$ cat config.mk
export PLATFORM = sky130hd
export DESIGN_NAME = dcrc_crc_end_flat
export DESIGN_NICKNAME = d
export VERILOG_FILES = /design/src/dcrc_pkg.sv /design/src/dcrc_if.sv /design/src/dcrc_crc_end.sv /design/src/flat_wrapper.sv
export SDC_FILE = /design/constraint.sdc
export NUM_CORES = 1
export LEC_CHECK = 0
export BUFFER_PORTS_ARGS = -buffer_cell sky130_fd_sc_hd__buf_2
export CAP_MARGIN = 15
export CORE_MARGIN = 2
export CORE_UTILIZATION = 33
export CTS_BUF_LIST = sky130_fd_sc_hd__clkbuf_2 sky130_fd_sc_hd__clkbuf_4 sky130_fd_sc_hd__clkbuf_8
export DETAILED_ROUTE_END_ITERATION = 10
export GPL_TIMING_DRIVEN = 1
export PLACE_DENSITY = 0.46
export SYNTH_ARGS = -nofsm -noshare
export SYNTH_HDL_FRONTEND = slang
export SYNTH_SLANG_ARGS = --single-unit
$ cat constraint.sdc
create_clock -name clk -period 4.2 [get_ports clk]
set_clock_uncertainty 0.1 [all_clocks]
set_input_delay 0.84 -clock clk [delete_from_list [all_inputs] [get_ports clk]]
set_output_delay 0.84 -clock clk [all_outputs]
set_load 0.03 [all_outputs]
$ cat src/dcrc_pkg.sv
// constants, types and crc step functions shared by both ends of the dual crc unit
package dcrc_pkg;

    // generator 0x11021 with the implied top bit dropped
    localparam logic [15:0] DCRC_POLY = 16'h1021;
    // same generator bit-reversed, for the lsb-first byte engine
    localparam logic [15:0] DCRC_POLY_REFL = 16'h8408;
    localparam logic [15:0] DCRC_ACC_RST = 16'h0000;

    // flash_crc_control layout: enable, one zero bit, six-bit end block field
    localparam int DCRC_CTL_EN_BIT = 7;
    localparam int DCRC_CTL_BLK_LSB = 0;
    localparam int DCRC_CTL_BLK_W = 6;
    localparam logic [7:0] DCRC_CTL_RST = 8'h00;
    // end block values above this are prohibited
    localparam logic [5:0] DCRC_BLK_MAX = 6'h1F;

    // one 16-kilobyte block holds 4096 words; address zero is always the start
    localparam int DCRC_BLK_SHIFT = 12;
    localparam int DCRC_WADDR_W = 17;
    localparam int DCRC_BADDR_W = 19;
    localparam logic [DCRC_WADDR_W-1:0] DCRC_SWEEP_START = 17'h0_0000;
    localparam logic [17:0] DCRC_CNT_RST = 18'h0_0000;

    // word buffer between flash and fast engine
    localparam int DCRC_FIFO_W = 32;
    localparam int DCRC_FIFO_DEPTH = 32;
    localparam int DCRC_FIFO_CNT_W = 6;
    localparam logic [31:0] DCRC_WORD_RST = 32'h0000_0000;

    typedef enum logic [1:0] {
        DCRC_S_IDLE = 2'b00,
        DCRC_S_SWEEP = 2'b01,
        DCRC_S_DONE = 2'b10
    } dcrc_state_t;

    // msb first, bit 31 down to bit 0, no reflection
    function automatic logic [15:0] dcrc_step_word(input logic [15:0] crc, input logic [31:0] word);
        logic [15:0] c;
        c = crc;
        for (int i = 31; i >= 0; i--) begin
            if (c[15] ^ word[i]) begin
                c = {c[14:0], 1'b0} ^ DCRC_POLY;
            end else begin
                c = {c[14:0], 1'b0};
            end
        end
        return c;
    endfunction : dcrc_step_word

    // lsb first, bit 0 up to bit 7, register held in reflected form
    function automatic logic [15:0] dcrc_step_byte(input logic [15:0] crc, input logic [7:0] data);
        logic [15:0] c;
        c = crc ^ {8'h00, data};
        for (int i = 0; i < 8; i++) begin
            if (c[0]) begin
                c = {1'b0, c[15:1]} ^ DCRC_POLY_REFL;
            end else begin
                c = {1'b0, c[15:1]};
            end
        end
        return c;
    endfunction : dcrc_step_byte

endpackage : dcrc_pkg
$ cat src/dcrc_if.sv
// link between the crc unit and the processor core with its code flash
interface dcrc_if;
    import dcrc_pkg::*;

    logic cpu_halted;
    logic ctl_wr;
    logic [7:0] ctl_data;
    logic fast_seed_wr;
    logic gp_seed_wr;
    logic [15:0] seed_data;
    logic gp_wr;
    logic [7:0] gp_byte;
    logic wake;
    logic sweep_busy;
    logic [15:0] fast_result;
    logic [15:0] gp_result;
    logic flash_rd;
    logic [DCRC_BADDR_W-1:0] flash_addr;
    logic flash_rvalid;
    logic [31:0] flash_rdata;

    modport crc_end (
        input cpu_halted, ctl_wr, ctl_data, fast_seed_wr, gp_seed_wr, seed_data, gp_wr, gp_byte,
        input flash_rvalid, flash_rdata,
        output wake, sweep_busy, fast_result, gp_result, flash_rd, flash_addr
    );

    modport cpu_end (
        output cpu_halted, ctl_wr, ctl_data, fast_seed_wr, gp_seed_wr, seed_data, gp_wr, gp_byte,
        output flash_rvalid, flash_rdata,
        input wake, sweep_busy, fast_result, gp_result, flash_rd, flash_addr
    );
endinterface : dcrc_if

$ cat src/dcrc_crc_end.sv
// crc unit end: word buffer, fast flash sweep engine and byte engine
// Function
// - fast engine reads code flash only
// - sweep runs only while cpu halted
// - one 32-bit word absorbed per clock
// - poly 0x11021, bit 31 first, unreflected
// - fast result not bit-reflected
// - highest-addressed byte is msb, shifted first
// - result low byte low, high byte next
// - software keeps reference crc in last word
// - byte engine takes bytes from anywhere
// - byte engine absorbs byte within two cycles
// - updated crc readable after every byte
// - byte engine poly 0x11021, bit 0 first
// - byte engine result is bit-reflected
// - software reorders bytes to emulate fast engine
// - sweep is whole 16K blocks minus four bytes
// - start zero, end by six-bit field, others prohibited
// - software disables interrupts, sets control, halts

module dcrc_fifo #(
    parameter int WIDTH = 32,
    parameter int DEPTH = 32,
    parameter int CNT_W = 6
) (
    input wire logic clk,
    input wire logic rst_b,
    input wire logic in_valid,
    output logic in_ready,
    input wire logic [WIDTH-1:0] in_data,
    output logic out_valid,
    input wire logic out_ready,
    output logic [WIDTH-1:0] out_data,
    output logic [CNT_W-1:0] count
);
    localparam int AW = $clog2(DEPTH);

    logic [WIDTH-1:0] mem [DEPTH];
    logic [AW-1:0] wr_ptr_r;
    logic [AW-1:0] rd_ptr_r;
    logic [CNT_W-1:0] cnt_r;
    logic push;
    logic pop;

    assign in_ready = (cnt_r != CNT_W'(DEPTH));
    assign out_valid = (cnt_r != '0);
    assign push = in_valid && in_ready;
    assign pop = out_valid && out_ready;
    assign out_data = mem[rd_ptr_r];
    assign count = cnt_r;

    always_ff @(posedge clk) begin
        if (push) begin
            mem[wr_ptr_r] <= in_data;
        end
    end

    always_ff @(posedge clk or negedge rst_b) begin
        if (!rst_b) begin
            wr_ptr_r <= '0;
            rd_ptr_r <= '0;
        end else begin
            if (push) begin
                wr_ptr_r <= (wr_ptr_r == AW'(DEPTH - 1)) ? '0 : wr_ptr_r + AW'(1);
            end
            if (pop) begin
                rd_ptr_r <= (rd_ptr_r == AW'(DEPTH - 1)) ? '0 : rd_ptr_r + AW'(1);
            end
        end
    end

    always_ff @(posedge clk or negedge rst_b) begin
        if (!rst_b) begin
            cnt_r <= '0;
        end else if (push && !pop) begin
            cnt_r <= cnt_r + CNT_W'(1);
        end else if (pop && !push) begin
            cnt_r <= cnt_r - CNT_W'(1);
        end
    end
endmodule : dcrc_fifo

module dcrc_crc_end
    import dcrc_pkg::*;
(
    input wire logic clk,
    input wire logic rst_b,
    dcrc_if.crc_end bus,
    output logic ctl_enable,
    output logic [5:0] ctl_end_block,
    output logic range_err
);
    dcrc_state_t state_r;
    dcrc_state_t state_nxt;
    logic [7:0] ctl_r;
    logic [15:0] fast_acc_r;
    logic [15:0] gp_acc_r;
    logic [17:0] issued_r;
    logic [17:0] absorbed_r;
    logic inflight_r;
    logic wake_r;
    logic range_err_r;
    logic [17:0] words_total;
    logic blk_ok;
    logic issue;
    logic fifo_in_ready;
    logic fifo_out_valid;
    logic fifo_out_ready;
    logic [31:0] fifo_out_data;
    logic [DCRC_FIFO_CNT_W-1:0] fifo_count;
    logic absorb;
    logic last_absorb;
    logic start;

    logic [5:0] blk;
    assign blk = ctl_r[DCRC_CTL_BLK_LSB +: DCRC_CTL_BLK_W];
    assign blk_ok = (blk <= DCRC_BLK_MAX);
    // (field + 1) blocks of 4096 words, less the final word that holds the reference
    assign words_total = 18'((18'(blk) + 18'h0_0001) << DCRC_BLK_SHIFT) - 18'h0_0001;
    assign start = (state_r == DCRC_S_IDLE) && ctl_r[DCRC_CTL_EN_BIT] && bus.cpu_halted;

    // reserve a slot for the read still in flight so the buffer never overruns
    assign issue = (state_r == DCRC_S_SWEEP) && (issued_r < words_total) && fifo_in_ready
        && ((32'(fifo_count) + 32'(inflight_r) + 32'd1) <= DCRC_FIFO_DEPTH);
    // drain stalls if the core leaves halt, so no word is absorbed while code runs
    assign fifo_out_ready = (state_r == DCRC_S_SWEEP) && bus.cpu_halted;
    assign absorb = fifo_out_valid && fifo_out_ready;
    assign last_absorb = absorb && (absorbed_r == words_total - 18'h0_0001);

    dcrc_fifo #(
        .WIDTH(DCRC_FIFO_W),
        .DEPTH(DCRC_FIFO_DEPTH),
        .CNT_W(DCRC_FIFO_CNT_W)
    ) u_fifo (
        .clk(clk),
        .rst_b(rst_b),
        .in_valid(bus.flash_rvalid),
        .in_ready(fifo_in_ready),
        .in_data(bus.flash_rdata),
        .out_valid(fifo_out_valid),
        .out_ready(fifo_out_ready),
        .out_data(fifo_out_data),
        .count(fifo_count)
    );

    always_comb begin
        state_nxt = state_r;
        unique case (state_r)
            DCRC_S_IDLE: begin
                if (start) begin
                    state_nxt = blk_ok ? DCRC_S_SWEEP : DCRC_S_DONE;
                end
            end
            DCRC_S_SWEEP: begin
                if (last_absorb) begin
                    state_nxt = DCRC_S_DONE;
                end
            end
            DCRC_S_DONE: begin
                state_nxt = DCRC_S_IDLE;
            end
            default: begin
                state_nxt = DCRC_S_IDLE;
            end
        endcase
    end

    always_ff @(posedge clk or negedge rst_b) begin
        if (!rst_b) begin
            state_r <= DCRC_S_IDLE;
        end else begin
            state_r <= state_nxt;
        end
    end

    // control: ignored while a sweep runs, enable drops once the sweep ends
    always_ff @(posedge clk or negedge rst_b) begin
        if (!rst_b) begin
            ctl_r <= DCRC_CTL_RST;
        end else if (state_r == DCRC_S_DONE) begin
            ctl_r[DCRC_CTL_EN_BIT] <= 1'b0;
        end else if (bus.ctl_wr && state_r == DCRC_S_IDLE) begin
            ctl_r <= bus.ctl_data & 8'hBF;
        end
    end

    always_ff @(posedge clk or negedge rst_b) begin
        if (!rst_b) begin
            range_err_r <= 1'b0;
        end else if (start) begin
            range_err_r <= !blk_ok;
        end
    end

    // flash reads walk word addresses upward from zero, inside code flash only
    always_ff @(posedge clk or negedge rst_b) begin
        if (!rst_b) begin
            issued_r <= DCRC_CNT_RST;
            absorbed_r <= DCRC_CNT_RST;
            inflight_r <= 1'b0;
        end else begin
            inflight_r <= issue;
            if (start) begin
                issued_r <= 18'(DCRC_SWEEP_START);
                absorbed_r <= DCRC_CNT_RST;
            end else begin
                if (issue) begin
                    issued_r <= issued_r + 18'h0_0001;
                end
                if (absorb) begin
                    absorbed_r <= absorbed_r + 18'h0_0001;
                end
            end
        end
    end

    // flash word is little-endian, so bit 31 is the msb of the highest-addressed byte
    always_ff @(posedge clk or negedge rst_b) begin
        if (!rst_b) begin
            fast_acc_r <= DCRC_ACC_RST;
        end else if (absorb) begin
            fast_acc_r <= dcrc_step_word(fast_acc_r, fifo_out_data);
        end else if (bus.fast_seed_wr && state_r == DCRC_S_IDLE) begin
            fast_acc_r <= bus.seed_data;
        end
    end

    // one byte per clock, result ready on the next edge
    always_ff @(posedge clk or negedge rst_b) begin
        if (!rst_b) begin
            gp_acc_r <= DCRC_ACC_RST;
        end else if (bus.gp_wr) begin
            gp_acc_r <= dcrc_step_byte(gp_acc_r, bus.gp_byte);
        end else if (bus.gp_seed_wr) begin
            gp_acc_r <= bus.seed_data;
        end
    end

    always_ff @(posedge clk or negedge rst_b) begin
        if (!rst_b) begin
            wake_r <= 1'b0;
        end else begin
            wake_r <= (state_nxt == DCRC_S_DONE) && (state_r != DCRC_S_DONE);
        end
    end

    assign bus.flash_rd = issue;
    assign bus.flash_addr = {issued_r[DCRC_WADDR_W-1:0], 2'b00};
    assign bus.wake = wake_r;
    assign bus.sweep_busy = (state_r == DCRC_S_SWEEP);
    assign bus.fast_result = fast_acc_r;
    assign bus.gp_result = gp_acc_r;
    assign ctl_enable = ctl_r[DCRC_CTL_EN_BIT];
    assign ctl_end_block = blk;
    assign range_err = range_err_r;
endmodule : dcrc_crc_end

$ cat src/flat_wrapper.sv
// flat-port wrapper written by rule: the top's interface ports become plain ports
module dcrc_crc_end_flat import dcrc_pkg::*;
  (clk, rst_b, ctl_enable, ctl_end_block, range_err, bus_cpu_halted, bus_ctl_wr, bus_ctl_data, bus_fast_seed_wr, bus_gp_seed_wr, bus_seed_data, bus_gp_wr, bus_gp_byte, bus_flash_rvalid, bus_flash_rdata, bus_wake, bus_sweep_busy, bus_fast_result, bus_gp_result, bus_flash_rd, bus_flash_addr);
  dcrc_if bus_i ();
  input wire logic clk;
  input wire logic rst_b;
  output logic ctl_enable;
  output logic [5:0] ctl_end_block;
  output logic range_err;
  input wire logic [$bits(bus_i.cpu_halted)-1:0] bus_cpu_halted;
  input wire logic [$bits(bus_i.ctl_wr)-1:0] bus_ctl_wr;
  input wire logic [$bits(bus_i.ctl_data)-1:0] bus_ctl_data;
  input wire logic [$bits(bus_i.fast_seed_wr)-1:0] bus_fast_seed_wr;
  input wire logic [$bits(bus_i.gp_seed_wr)-1:0] bus_gp_seed_wr;
  input wire logic [$bits(bus_i.seed_data)-1:0] bus_seed_data;
  input wire logic [$bits(bus_i.gp_wr)-1:0] bus_gp_wr;
  input wire logic [$bits(bus_i.gp_byte)-1:0] bus_gp_byte;
  input wire logic [$bits(bus_i.flash_rvalid)-1:0] bus_flash_rvalid;
  input wire logic [$bits(bus_i.flash_rdata)-1:0] bus_flash_rdata;
  output wire logic [$bits(bus_i.wake)-1:0] bus_wake;
  output wire logic [$bits(bus_i.sweep_busy)-1:0] bus_sweep_busy;
  output wire logic [$bits(bus_i.fast_result)-1:0] bus_fast_result;
  output wire logic [$bits(bus_i.gp_result)-1:0] bus_gp_result;
  output wire logic [$bits(bus_i.flash_rd)-1:0] bus_flash_rd;
  output wire logic [$bits(bus_i.flash_addr)-1:0] bus_flash_addr;
  assign bus_i.cpu_halted = bus_cpu_halted;
  assign bus_i.ctl_wr = bus_ctl_wr;
  assign bus_i.ctl_data = bus_ctl_data;
  assign bus_i.fast_seed_wr = bus_fast_seed_wr;
  assign bus_i.gp_seed_wr = bus_gp_seed_wr;
  assign bus_i.seed_data = bus_seed_data;
  assign bus_i.gp_wr = bus_gp_wr;
  assign bus_i.gp_byte = bus_gp_byte;
  assign bus_i.flash_rvalid = bus_flash_rvalid;
  assign bus_i.flash_rdata = bus_flash_rdata;
  assign bus_wake = bus_i.wake;
  assign bus_sweep_busy = bus_i.sweep_busy;
  assign bus_fast_result = bus_i.fast_result;
  assign bus_gp_result = bus_i.gp_result;
  assign bus_flash_rd = bus_i.flash_rd;
  assign bus_flash_addr = bus_i.flash_addr;
  dcrc_crc_end u_core (.clk(clk), .rst_b(rst_b), .bus(bus_i), .ctl_enable(ctl_enable), .ctl_end_block(ctl_end_block), .range_err(range_err));
endmodule
; Word-level counts from Yosys, hierarchy flattened
; Memory sizes are Yosys's and may differ from the RTL's.
; Index checks and enable logic that the tools add are counted.
; W data, S select, Z words.
[totals]
reg_bits = 96
ramBits = 1024
in_bits = 72
n_memories = 1
[op_classes]
addsub = 11
magnitude_cmp = 3
eq_ne = 8
n_mux = 98
bitwise_logic = 74
reduce_logical = 26
[mem_list]
columns = name, words, width, rd, rd_clocked_by_memory_dff, wr, line_no
row1 = u_core.u_fifo.mem, 32, 32, 1, 0, 1, dcrc_crc_end.sv:38  ; logic [WIDTH-1:0] mem [DEPTH];
[op_table]
columns = cell, count
row1 = $mux W16, 50
row2 = $mux W13, 32
row3 = $not A3 Y3, 32
row4 = $mux W18, 4
row5 = $add A18 B1 Y18 const B, 2
row6 = $sub A18 B1 Y18 const B, 2
row7 = $add A32 B1 Y32 const B, 1
row8 = $le A32 B6 Y1 const B, 1
row9 = $xor A1 B1 Y1, 32
row10 = $not A2 Y3, 8
row11 = $eq A18 B18 Y1, 1
row12 = $lt A18 B18 Y1, 1
row13 = $xor A16 B8 Y16, 1
row14 = $logic_and A1 B1 Y1, 14
row15 = $add A6 B1 Y6 const B, 2
row16 = $mux W6, 2
row17 = $reduce_bool A2 Y1, 6
row18 = $add A5 B1 Y5 const B, 2
row19 = $eq A5 B5 Y1 const B, 2
row20 = $mux W5, 2
row21 = $mux W8, 1
row22 = $add A6 B1 Y7, 1
row23 = $le A6 B5 Y1 const B, 1
row24 = $mux W2, 3
row25 = 12 further kinds, 17

; Longest topological paths before layout
; Gate-level depths: netlist (run 1).
[depth]
depth_word = 97
mapped_depth = 18
ltp_nobuf = 17

; Modules after synthesis
; Synthesis (run 1) repeated with hierarchy kept, for this count alone.
[hier_totals]
cells_unflattened = 2388
hier_area_um2 = 45384.8
[modules_own_cells]
columns = mod, n_inst, cells_per_inst, area_each_um2, seq_area_each_um2
row1 = dcrc_fifo, 1, 1826, 39744.4, 31149.9
row2 = dcrc_crc_end, 1, 562, 5640.4, 2001.9

; Worst setup path after synthesis (run 1)
; No wires, ideal clock.
[synth_timing]
path_type = register to register
startpoint = reg u_core.ctl_r[1]
endpoint = reg u_core.issued_r[10]
arrival_time_ns = 3.984
required_ns = 4.022
path_slack_ns = 0.038
stages_incl_launch_ff = 17
period_less_slack_ns = 4.162
cell_sequence = dfrtp_1 ha_1 nand2_1 nor2_1 nor2_1 o22ai_1 nand3b_1 xnor2_1 a31oi_1 xor2_1 ha_1 nand2_1 nand4b_1 a31oi_1 nand2_1 or3_1 a21oi_1
[synth_between]
elab_chain_len = 7
[synth_lines]
columns = element, line_no
row1 = start: declaration, dcrc_crc_end.sv:95  ; logic [7:0] ctl_r;
row2 = start signal: assignment, dcrc_crc_end.sv:183  ; ctl_r <= bus.ctl_data & 8'hBF;
row3 = $add A6 B1 Y6, dcrc_crc_end.sv:119  ; assign words_total = 18'((18'(blk) + 18'h0_0001) << DCRC_BLK_SHIFT) - 18'h0_0001;
row4 = $sub A18 B1 Y18, dcrc_crc_end.sv:119
row5 = $lt A18 B18 Y1, dcrc_crc_end.sv:123  ; assign issue = (state_r == DCRC_S_SWEEP) && (issued_r < words_total) && fifo_in_ready
row6 = $logic_and A1 B1 Y1 (2 in series), dcrc_crc_end.sv:123
row7 = $logic_and A1 B1 Y1, dcrc_crc_end.sv:124  ; && ((32'(fifo_count) + 32'(inflight_r) + 32'd1) <= DCRC_FIFO_DEPTH);
row8 = net bus_flash_rd, flat_wrapper.sv:24  ; output wire logic [$bits(bus_i.flash_rd)-1:0] bus_flash_rd;
row9 = $reduce_bool A2 Y1 (no line), n/a
row10 = end signal: assignment, dcrc_crc_end.sv:204  ; issued_r <= 18'(DCRC_SWEEP_START);
row11 = end signal: assignment, dcrc_crc_end.sv:208  ; issued_r <= issued_r + 18'h0_0001;
row12 = end: declaration, dcrc_crc_end.sv:98  ; logic [17:0] issued_r;
; The timed path passes the listed nets, and every way through them passes these cells.
; A chain may end at the register's enable or synchronous reset.

; Final worst setup path (run 1)
[layout_timing]
startpoint = reg u_core.ctl_r[1]
endpoint = out bus_flash_rd
[layout_between]
elab_chain_len = 6
[layout_lines]
columns = element, line_no
row1 = $add A6 B1 Y6, dcrc_crc_end.sv:119
row2 = $sub A18 B1 Y18, dcrc_crc_end.sv:119
row3 = $lt A18 B18 Y1, dcrc_crc_end.sv:123
row4 = $logic_and A1 B1 Y1 (2 in series), dcrc_crc_end.sv:123
row5 = $logic_and A1 B1 Y1, dcrc_crc_end.sv:124
row6 = end: declaration, flat_wrapper.sv:24
; Every way passes these cells.

==> results of run 1 <==
[logic make-up after synthesis]
logic type	count (synthesis)	share of synthesized area
AOI/OAI and AO/OA	226	0.0305
xor gates and xnor gates	161	0.0396
adders and majority gates	25	0.00696
buffers and inverters	151	0.0220
DFF	1120	0.720
muxes	446	0.153
other	1	0.0000815
and+or+nand+nor	266	0.0275
[final cells by class]
type                            instances  area share
Antenna cell                            3    0.000134
Clock inverter                         81      0.0103
Clock buffer                          258      0.0570
Timing Repair Buffer                  412      0.0661
Multi-Input combinational cell       1126       0.229
Tap cell                             1876      0.0420
Inverter                               17     0.00114
Sequential cell                      1120       0.594
[metal layers]
metal	vias up	GRT usage	share of wire	wire (um)
met1	13100	0.247	0.44	57300
met5	-	0	0.00029	38
met2	662	0.295	0.48	62100
met4	6	0.0626	0.029	3770
met3	230	0.0379	0.057	7390
li1	10600	-	-	-
[state kept, by name, indices dropped and copies added (netlist names)]
register / flops
u_core.absorbed_r: 18
u_core.bus.fast_result: 16
u_core.bus.gp_result: 16
u_core.bus.wake: 1
u_core.ctl_r: 7
u_core.inflight_r: 1
u_core.issued_r: 18
u_core.range_err: 1
u_core.state_r: 2
u_core.u_fifo.count: 6
u_core.u_fifo.mem: 1024
u_core.u_fifo.rd_ptr_r: 5
u_core.u_fifo.wr_ptr_r: 5
[repair_timing]
item                       4_1_cts  5_1_grt
pin swaps                       48       74
setup endpoints to repair       17       17
hold endpoints to repair        50        0
buffers inserted                44       29
gates resized for setup         92       99
gates cloned                     1        2
hold buffers                     3        0
[cell usage in the layout (no fill, tap or decap), types with 41 or more instances in the layout]
cell and instances:
edfxtp_1 1024, a22oi_1 76, xnor2_1 49, xor2_1 48, buf_12 49, a21oi_1 41
buf_2 128, nand2_1 83, clkbuf_4 59, clkbuf_8 199, o21ai_0 43, buf_4 190
dfrtp_1 89, mux2i_1 213, clkinv_1 43, nor2_1 54, mux4_2 198
[per-stage QoR]
stage                     instances  setup slack [ns]  cell area, um^2  hold slack [ns]
final                          4893            -0.138            55800            0.117
after global routing           4891            -0.439            55800           0.0532
after CTS                      4864            -0.240            55200          0.00469
after detailed placement       4479            -0.391            50500            0.385
after global placement         4479            -0.385            50500            0.376
after floorplan                2397            0.0379            46000            0.358
[worst paths after layout]
kind	cells after the start	slack (ns)	from	end
worst max-delay path	13	-0.14	u_core.ctl_r[1]	bus_flash_rd
worst max register to register	17	-0.07	u_core.u_fifo.rd_ptr_r[1]	u_core.bus.fast_result[6]
min in group asynchronous	2	0.47	rst_b	u_core.issued_r[8]
max in group asynchronous	3	2.62	rst_b	u_core.ctl_r[1]
worst min register to register	2	0.40	u_core.range_err	u_core.range_err
worst min-delay path	2	0.12	bus_ctl_data[3]	u_core.ctl_r[3]
==> tab_implementation.tex, run 1 <==
\begin{tabular}{lr}
\hline
Metric & Value \\
\hline
\multicolumn{2}{l}{\textbf{Placement}} \\
Quantity of I/O buffers inserted on ports & 130 \\
Dpl hpwl & 71200 um \\
Final weighted congestion in routability-driven placement & 0.803 \\
\multicolumn{2}{l}{\textbf{Routing}} \\
Vias & 24500 \\
Count of antenna-violating nets left after detailed routing & 0 \\
Mean number of vias per cell & 5.01 \\
Total wire length after detailed routing & 131000 um \\
Drt drc & 0 \\
Average wire length per cell after detail routing & 26.7 um \\
Number of iterations in the first detailed-routing pass & 7 \\
Initial DRC count & 1949 \\
\multicolumn{2}{l}{\textbf{Worst setup path}} \\
Delay of the slowest critical-path stage & 0.43 ns \\
Critical Path Start Type & flip-flop \\
Family with the most delay on the worst path & compound AO/OA/AOI/OAI gates \\
Critical Path End Type & output port \\
Data required time at the worst endpoint & 3.26 ns \\
Bufs and invs on worst path & 1 \\
Critical path class & flip-flop to output port \\
Largest fanout on the critical path & 3 \\
List of cells traversed by the critical path & ha\_4, nor2\_2, nor2\_1, o22ai\_1, nand3b\_1, xnor2\_1, a31oi\_1, xor2\_1, ha\_1, nand2\_1, nand4b\_1, a31oi\_4, buf\_6 \\
Arrival time at the worst endpoint & 3.40 ns \\
Cell at the slowest stage of the critical path & dfrtp\_2 \\
\multicolumn{2}{l}{\textbf{Logic synthesis}} \\
Post-Synthesis Cells & 2396 \\
Leading cell type by number of instances after synthesis & edfxtp\_1 \\
Number of enable-type register cells in the synthesized netlist & 1024 \\
Post-synthesis area per instance & 19.2 um\^{}2 \\
Yosys reg bits & 1120 \\
Cell taking the most area after synthesis & edfxtp\_1 \\
Ys async rst share & 0.0857 \\
Yosys warnings & 0 \\
Share of the synthesized area in the top cell type & 0.668 \\
Largest cells by area after synthesis & edfxtp\_1 (67\%), mux4\_2 (9.7\%), dfrtp\_1 (5.2\%), mux2i\_1 (4.7\%), a22oi\_1 (1.5\%) \\
Top cells by instance count after synthesis & edfxtp\_1 (1024), mux2i\_1 (218), mux4\_2 (198) \\
Sequential-to-total area share from yosys stat & 0.720 \\
Cell area after synthesis & 46000 um\^{}2 \\
Number of distinct standard cells referenced by the synthesized netlist & 62 \\
Main flop type after synthesis & edfxtp\_1 \\
\multicolumn{2}{l}{\textbf{Final layout}} \\
Area taken by flip-flops and latches & 33200 um\^{}2 \\
Nets & 2961 \\
Area of the multi-input gates & 12800 um\^{}2 \\
Fill cells & 12500 \\
Layout cells sized above 1 & 0.362 \\
Final Core Density & 0.402 \\
Layout overhead on the synthesized area & 21.3\% \\
\multicolumn{2}{l}{\textbf{Global route}} \\
Initial antenna violation count & 13 \\
Maximum number of pins on one net before global-route repair & 53 \\
GRT Resource Usage Total & 0.183 \\
Total congestion overflow & 0 \\
Wire length of the first global-routing pass & 184000 um \\
Number of global-route vias before repair & 25500 \\
\multicolumn{2}{l}{\textbf{Floorplanning}} \\
I/O pin cnt & 134 \\
Height of the chip & 378 um \\
Row count & 137 \\
Core box area & 139000 um\^{}2 \\
Effective utilization at floorplan & 0.331 \\
Width of the chip & 378 um \\
Total Die Area & 143000 um\^{}2 \\
\multicolumn{2}{l}{\textbf{Timing}} \\
Number of hold violations in the final report & 0 \\
Max Clk Rate & 231 MHz \\
Final worst-path cycle share & 1.03 \\
Number of pins with negative max-slew slack in the final report & 0 \\
Max transition margin & 0.251 \\
Post-route minimum period & 4.34 ns \\
Post-route worst setup slack & -0.138 ns \\
Transition time at the pin with the least slew margin & 1.12 ns \\
Total negative slack & -0.281 ns \\
Unrepaired setup endpoints after global routing & true \\
Setup violations, final & 5 \\
\multicolumn{2}{l}{\textbf{Clocking}} \\
Root buf cell & clkbuf\_8 \\
Clock latency reported for the late side of the worst-skew pair & 0.91 ns \\
Sinks on the clock net & 1120 \\
CTS H-tree depth & 4 \\
Number of buffers created by CTS & 187 \\
Clk pin slew, worst setup/hold paths & 0.06 ns \\
Clock tree from TritonCTS & done \\
Buffers from clock root to sink, at most & 3 \\
\multicolumn{2}{l}{\textbf{Job}} \\
Max Cap Violations & 0 \\
\multicolumn{2}{l}{\textbf{Worst hold path}} \\
Min-Delay Path Class & input pin to flip-flop \\
\multicolumn{2}{l}{\textbf{Outcome}} \\
Failing checks & negative setup slack \\
Outcome & complete, but fails checks \\
\hline
\end{tabular}
Power of run 1 is left out: the tool's default activity adds up to more than one toggle a clock period on the data nets, which glitch-free logic cannot reach.
==> run 2: changes to the inputs <==
- MAX_ROUTING_LAYER: not set -> met4
- PLACE_DENSITY: 0.46 -> 0.45
- clock period: 4.2 -> 5.6 ns (I/O delays scaled with it)
==> tab_implementation.tex, run 2 (synthesis results as in run 1) <==
\begin{tabular}{lr}
\hline
Metric & Value \\
\hline
\multicolumn{2}{l}{\textbf{Final layout}} \\
Final Core Density & 0.383 \\
Count of non-filler cells in the finished layout & 4716 \\
Number of flip-flops under the largest register name & 1024 \\
Commonest non-fill, non-tap cell in the layout & edfxtp\_1 \\
Layout cells sized above 1 & 0.290 \\
Finished Cell Area & 53300 um\^{}2 \\
Nets & 2781 \\
Layout overhead on the synthesized area & 15.8\% \\
Register with the highest flop count & u\_core.u\_fifo.mem \\
Largest regs & u\_core.u\_fifo.mem: 1024 flops, u\_core.absorbed\_r: 18 flops, u\_core.issued\_r: 18 flops \\
Top library cells by usage in the layout, fill and taps aside & edfxtp\_1 (1024), mux2i\_1 (218), clkbuf\_8 (200), mux4\_2 (198), buf\_2 (129) \\
\multicolumn{2}{l}{\textbf{Timing}} \\
Max Clk Rate & 194 MHz \\
Max transition margin & 0.208 \\
Final worst-path cycle share & 0.921 \\
Transition time at the pin with the least slew margin & 1.19 ns \\
Number of hold violations in the final report & 0 \\
Setup violations, final & 0 \\
Post-Route Hold Slack & 0.230 ns \\
Number of pins with negative max-slew slack in the final report & 0 \\
Unrepaired setup endpoints after global routing & false \\
Total negative slack & 0 ns \\
Post-route worst setup slack & 0.445 ns \\
Post-route minimum period & 5.16 ns \\
\multicolumn{2}{l}{\textbf{Worst setup path}} \\
Critical Path Sink & u\_core.bus.fast\_result[14] \\
Arrival time at the worst endpoint & 5.80 ns \\
Worst Setup SP & u\_core.u\_fifo.rd\_ptr\_r[1] \\
Critical R2R Capture & u\_core.bus.fast\_result[14] \\
Largest fanout on the critical path & 44 \\
Logic depth of the worst register-to-register path & 13 \\
Reg-to-Reg Start & u\_core.u\_fifo.rd\_ptr\_r[1] \\
Critical Path Start Type & flip-flop \\
Data required time at the worst endpoint & 6.24 ns \\
Worst R2R Setup Slack & 0.44 ns \\
Critical Path End Type & flip-flop \\
Critical path class & flip-flop to flip-flop \\
\multicolumn{2}{l}{\textbf{Routing}} \\
Average wire length per cell after detail routing & 26.4 um \\
Drt drc & 0 \\
Vias & 23400 \\
Count of antenna-violating nets left after detailed routing & 0 \\
Mean number of vias per cell & 4.96 \\
Number of iterations in the first detailed-routing pass & 6 \\
Initial DRC count & 1674 \\
Total wire length after detailed routing & 124000 um \\
\multicolumn{2}{l}{\textbf{Clocking}} \\
Cts hold-fix bufs & 0 \\
Root buf cell & clkbuf\_8 \\
CTS H-tree depth & 4 \\
Clock latency reported for the late side of the worst-skew pair & 0.90 ns \\
Number of setup buffers added after CTS & 0 \\
Sinks on the clock net & 1120 \\
Number of buffers created by CTS & 194 \\
Clk pin slew, worst setup/hold paths & 0.06 ns \\
Clock tree from TritonCTS & done \\
PostCTS Resize Cnt & 0 \\
Buffers from clock root to sink, at most & 3 \\
\multicolumn{2}{l}{\textbf{Pwr}} \\
Static Leak & 18.0 nW \\
Power, Total & 39.3 mW \\
Pwr/cell area & 737 nW/um\^{}2 \\
Peak supply drop & 1970 uV \\
\multicolumn{2}{l}{\textbf{Global route}} \\
Initial antenna violation count & 8 \\
Number of global-route vias before repair & 24500 \\
GRT Resource Usage Total & 0.180 \\
Wire length of the first global-routing pass & 177000 um \\
Total congestion overflow & 0 \\
Maximum number of pins on one net before global-route repair & 73 \\
\multicolumn{2}{l}{\textbf{Worst hold path}} \\
Min-Delay Path Class & input pin to asynchronous set/reset pin \\
\multicolumn{2}{l}{\textbf{Floorplanning}} \\
Effective utilization at floorplan & 0.331 \\
Core box area & 139000 um\^{}2 \\
Row count & 137 \\
Total Die Area & 143000 um\^{}2 \\
I/O pin cnt & 134 \\
Width of the chip & 378 um \\
Height of the chip & 378 um \\
\multicolumn{2}{l}{\textbf{Placement}} \\
Standard cell area after detailed placement & 49400 um\^{}2 \\
Count of placed standard cells including taps & 4364 \\
Dpl hpwl & 73100 um \\
Pre-CTS setup slack & 0.332 ns \\
Quantity of I/O buffers inserted on ports & 130 \\
Final weighted congestion in routability-driven placement & 0.803 \\
\multicolumn{2}{l}{\textbf{Job}} \\
Max Cap Violations & 0 \\
\multicolumn{2}{l}{\textbf{Outcome}} \\
Outcome & finished clean \\
\hline
\end{tabular}
run 2: routing by layer:
| metal | GRT usage | vias up | wire (um) |
|---|---|---|---|
| li1 | - | 10200 | - |
| met1 | 0.229 | 12500 | 54300 |
| met2 | 0.297 | 494 | 62800 |
| met3 | 0.0324 | 183 | 4920 |
| met4 | 0.0494 | 0 | 2270 |
| met5 | - | - | 0 |
run 2: report_power, final:
group	internal [mW]	total, mW	switching [mW]
sequential	9.79	10.3	0.539
clock	4.05	7.44	3.40
combinational	11.2	21.5	10.3
run 2: how the worst min path moves through the flow:
stage / start / endpoint / slack (ns) / cells after the start
2_1_floorplan: u_core.state_r[1] / u_core.state_r[0] / 0.36 / 1
5_1_grt: rst_b / u_core.issued_r[13] / 0.24 / 1
6_report: rst_b / u_core.issued_r[11] / 0.23 / 1
3_3_place_gp: u_core.state_r[1] / u_core.state_r[0] / 0.39 / 1
3_5_place_dp: u_core.state_r[1] / u_core.state_r[0] / 0.38 / 1
4_1_cts: rst_b / u_core.issued_r[11] / 0.18 / 1
run 2: final cells by class:
class,count,area (um^2)
repair buffers,225,1700
inverters,17,63.8
clock buffers,265,3240
clock inverters,83,618
flip-flops and latches,1120,33200
well taps,1876,2350
fillers,12700,85700
diodes,4,10.0
multi-input cells,1126,12100
run 2: worst max-delay path, cell delays in order, from the launching register on:
cell and delay (ns):
dfrtp_4 0.70, buf_4 0.70, mux2i_1 0.16, a22oi_1 0.24, a21oi_1 0.13, nor4_2 0.66, buf_4 0.23, xnor2_1 0.31
xor3_2 0.56, xnor2_4 0.23, xnor3_2 0.50, xnor3_1 0.35, nand2_1 0.07, o21ai_1 0.05
No activity file was read; power rests on OpenSTA's default activity.
==> run 3: changes to the inputs <==
- CORE_UTILIZATION: 33 -> 45
- PLACE_DENSITY: 0.45 -> 0.58
==> tab_implementation.tex, run 3 (synthesis results as in run 1) <==
\begin{tabular}{lr}
\hline
Metric & Value \\
\hline
\multicolumn{2}{l}{\textbf{Outcome}} \\
Outcome & finished clean \\
\multicolumn{2}{l}{\textbf{Worst setup path}} \\
Critical Path Start Type & flip-flop \\
Critical Path End Type & output port \\
Data required time at the worst endpoint & 4.38 ns \\
Worst Setup SP & u\_core.ctl\_r[0] \\
Critical Path Sink & bus\_flash\_rd \\
Largest fanout on the critical path & 9 \\
Critical path class & flip-flop to output port \\
Worst R2R Setup Slack & 0.72 ns \\
Arrival time at the worst endpoint & 3.94 ns \\
Critical R2R Capture & u\_core.bus.fast\_result[12] \\
Logic depth of the worst register-to-register path & 12 \\
Reg-to-Reg Start & u\_core.u\_fifo.rd\_ptr\_r[1] \\
\multicolumn{2}{l}{\textbf{Final layout}} \\
Largest regs & u\_core.u\_fifo.mem: 1024 flops, u\_core.absorbed\_r: 18 flops, u\_core.issued\_r: 18 flops \\
Top library cells by usage in the layout, fill and taps aside & edfxtp\_1 (1024), mux2i\_1 (218), mux4\_2 (198), clkbuf\_8 (185), buf\_2 (130) \\
Fill cells & 8246 \\
Commonest non-fill, non-tap cell in the layout & edfxtp\_1 \\
Count of non-filler cells in the finished layout & 4180 \\
Layout overhead on the synthesized area & 13.3\% \\
Number of flip-flops under the largest register name & 1024 \\
Register with the highest flop count & u\_core.u\_fifo.mem \\
Layout cells sized above 1 & 0.280 \\
Nets & 2763 \\
\multicolumn{2}{l}{\textbf{Clocking}} \\
PostCTS Resize Cnt & 0 \\
Clock tree from TritonCTS & done \\
Number of setup buffers added after CTS & 0 \\
Buffers from clock root to sink, at most & 3 \\
Clock latency reported for the late side of the worst-skew pair & 0.88 ns \\
Sinks on the clock net & 1120 \\
Cts hold-fix bufs & 0 \\
Number of buffers created by CTS & 179 \\
CTS H-tree depth & 4 \\
Root buf cell & clkbuf\_8 \\
Clk pin slew, worst setup/hold paths & 0.05 ns \\
\multicolumn{2}{l}{\textbf{Floorplanning}} \\
Height of the chip & 324 um \\
Row count & 117 \\
I/O pin cnt & 134 \\
Width of the chip & 324 um \\
Total Die Area & 105000 um\^{}2 \\
Core box area & 102000 um\^{}2 \\
Effective utilization at floorplan & 0.453 \\
\multicolumn{2}{l}{\textbf{Global route}} \\
Initial antenna violation count & 10 \\
Number of global-route vias before repair & 24100 \\
Total congestion overflow & 0 \\
Maximum number of pins on one net before global-route repair & 100 \\
Wire length of the first global-routing pass & 165000 um \\
GRT Resource Usage Total & 0.227 \\
\multicolumn{2}{l}{\textbf{Timing}} \\
Max transition margin & 0.176 \\
Max Clk Rate & 194 MHz \\
Final worst-path cycle share & 0.921 \\
Transition time at the pin with the least slew margin & 1.23 ns \\
Post-Route Hold Slack & 0.0950 ns \\
Post-route minimum period & 5.16 ns \\
Number of hold violations in the final report & 0 \\
Setup violations, final & 0 \\
Post-route worst setup slack & 0.440 ns \\
Total negative slack & 0 ns \\
Number of pins with negative max-slew slack in the final report & 0 \\
Unrepaired setup endpoints after global routing & false \\
\multicolumn{2}{l}{\textbf{Placement}} \\
Quantity of I/O buffers inserted on ports & 130 \\
Dpl hpwl & 66100 um \\
Pre-CTS setup slack & 0.696 ns \\
Final weighted congestion in routability-driven placement & 0.875 \\
Count of placed standard cells including taps & 3852 \\
\multicolumn{2}{l}{\textbf{Routing}} \\
Vias & 23700 \\
Mean number of vias per cell & 5.66 \\
Initial DRC count & 2145 \\
Drt drc & 0 \\
Count of antenna-violating nets left after detailed routing & 0 \\
Total wire length after detailed routing & 115000 um \\
Number of iterations in the first detailed-routing pass & 5 \\
Average wire length per cell after detail routing & 27.4 um \\
\multicolumn{2}{l}{\textbf{Worst hold path}} \\
Min-Delay Path Class & input pin to asynchronous set/reset pin \\
\multicolumn{2}{l}{\textbf{Job}} \\
Max Cap Violations & 0 \\
\hline
\end{tabular}
## run 3: cell types whose count changed in the layout (fill, tap and decap cells not counted), sizes merged
| cell | delta |
|---|---|
| clkinv | -4 |
| buf | -3 |
| clkinvlp | -2 |
| clkbuf | -20 |
| inv | -2 |
| diode | +3 |
## run 3: how the worst min path moves through the flow
stage	start	end	slack, ns	cells past startpoint
floorplan	u_core.state_r[1]	u_core.state_r[0]	0.36	1
finish	rst_b	u_core.issued_r[7]	0.09	1
global placement	u_core.range_err	u_core.range_err	0.40	2
global route	rst_b	u_core.issued_r[7]	0.08	1
CTS	rst_b	u_core.issued_r[7]	0.02	1
detailed placement	u_core.range_err	u_core.range_err	0.39	2
## run 3: worst max-delay path, cell delays in order, from the launching register on
cell	delay, ns
dfrtp_1	0.54
ha_1	0.25
nand2_1	0.11
nor2_1	0.11
nor2_1	0.05
o22ai_1	0.15
nand3b_1	0.14
xnor2_1	0.17
a31oi_1	0.22
xor2_1	0.28
ha_1	0.31
nand2_1	0.07
nand4b_1	0.09
a31oi_1	0.17
buf_4	0.20
buf_2	0.22
## run 3: per-stage QoR
step | instance area, um^2 | utilization
3_3_place_gp | 48600 | 0.478
4_1_cts | 52100 | 0.513
5_1_grt | 52100 | 0.513
6_report | 52100 | 0.513
2_1_floorplan | 46000 | -
3_5_place_dp | 48600 | 0.478
## run 3: layout make-up
type	instances	area, um^2	share of cell area
clock inverters	75	543	0.0104
well taps	1368	1710	0.0328
clock buffers	245	3000	0.0575
inverters	17	63.8	0.00122
repair buffers	222	1530	0.0293
multi-input cells	1126	12100	0.232
diodes	7	17.5	0.000336
flip-flops and latches	1120	33200	0.636
## run 3: per-layer routing
metal	GRT usage	routed length (um)
met2	0.358	56100
met3	0.0438	7050
met5	-	0
met4	0.0668	2530
met1	0.303	48900
Power of run 3 is left out for the same reason.
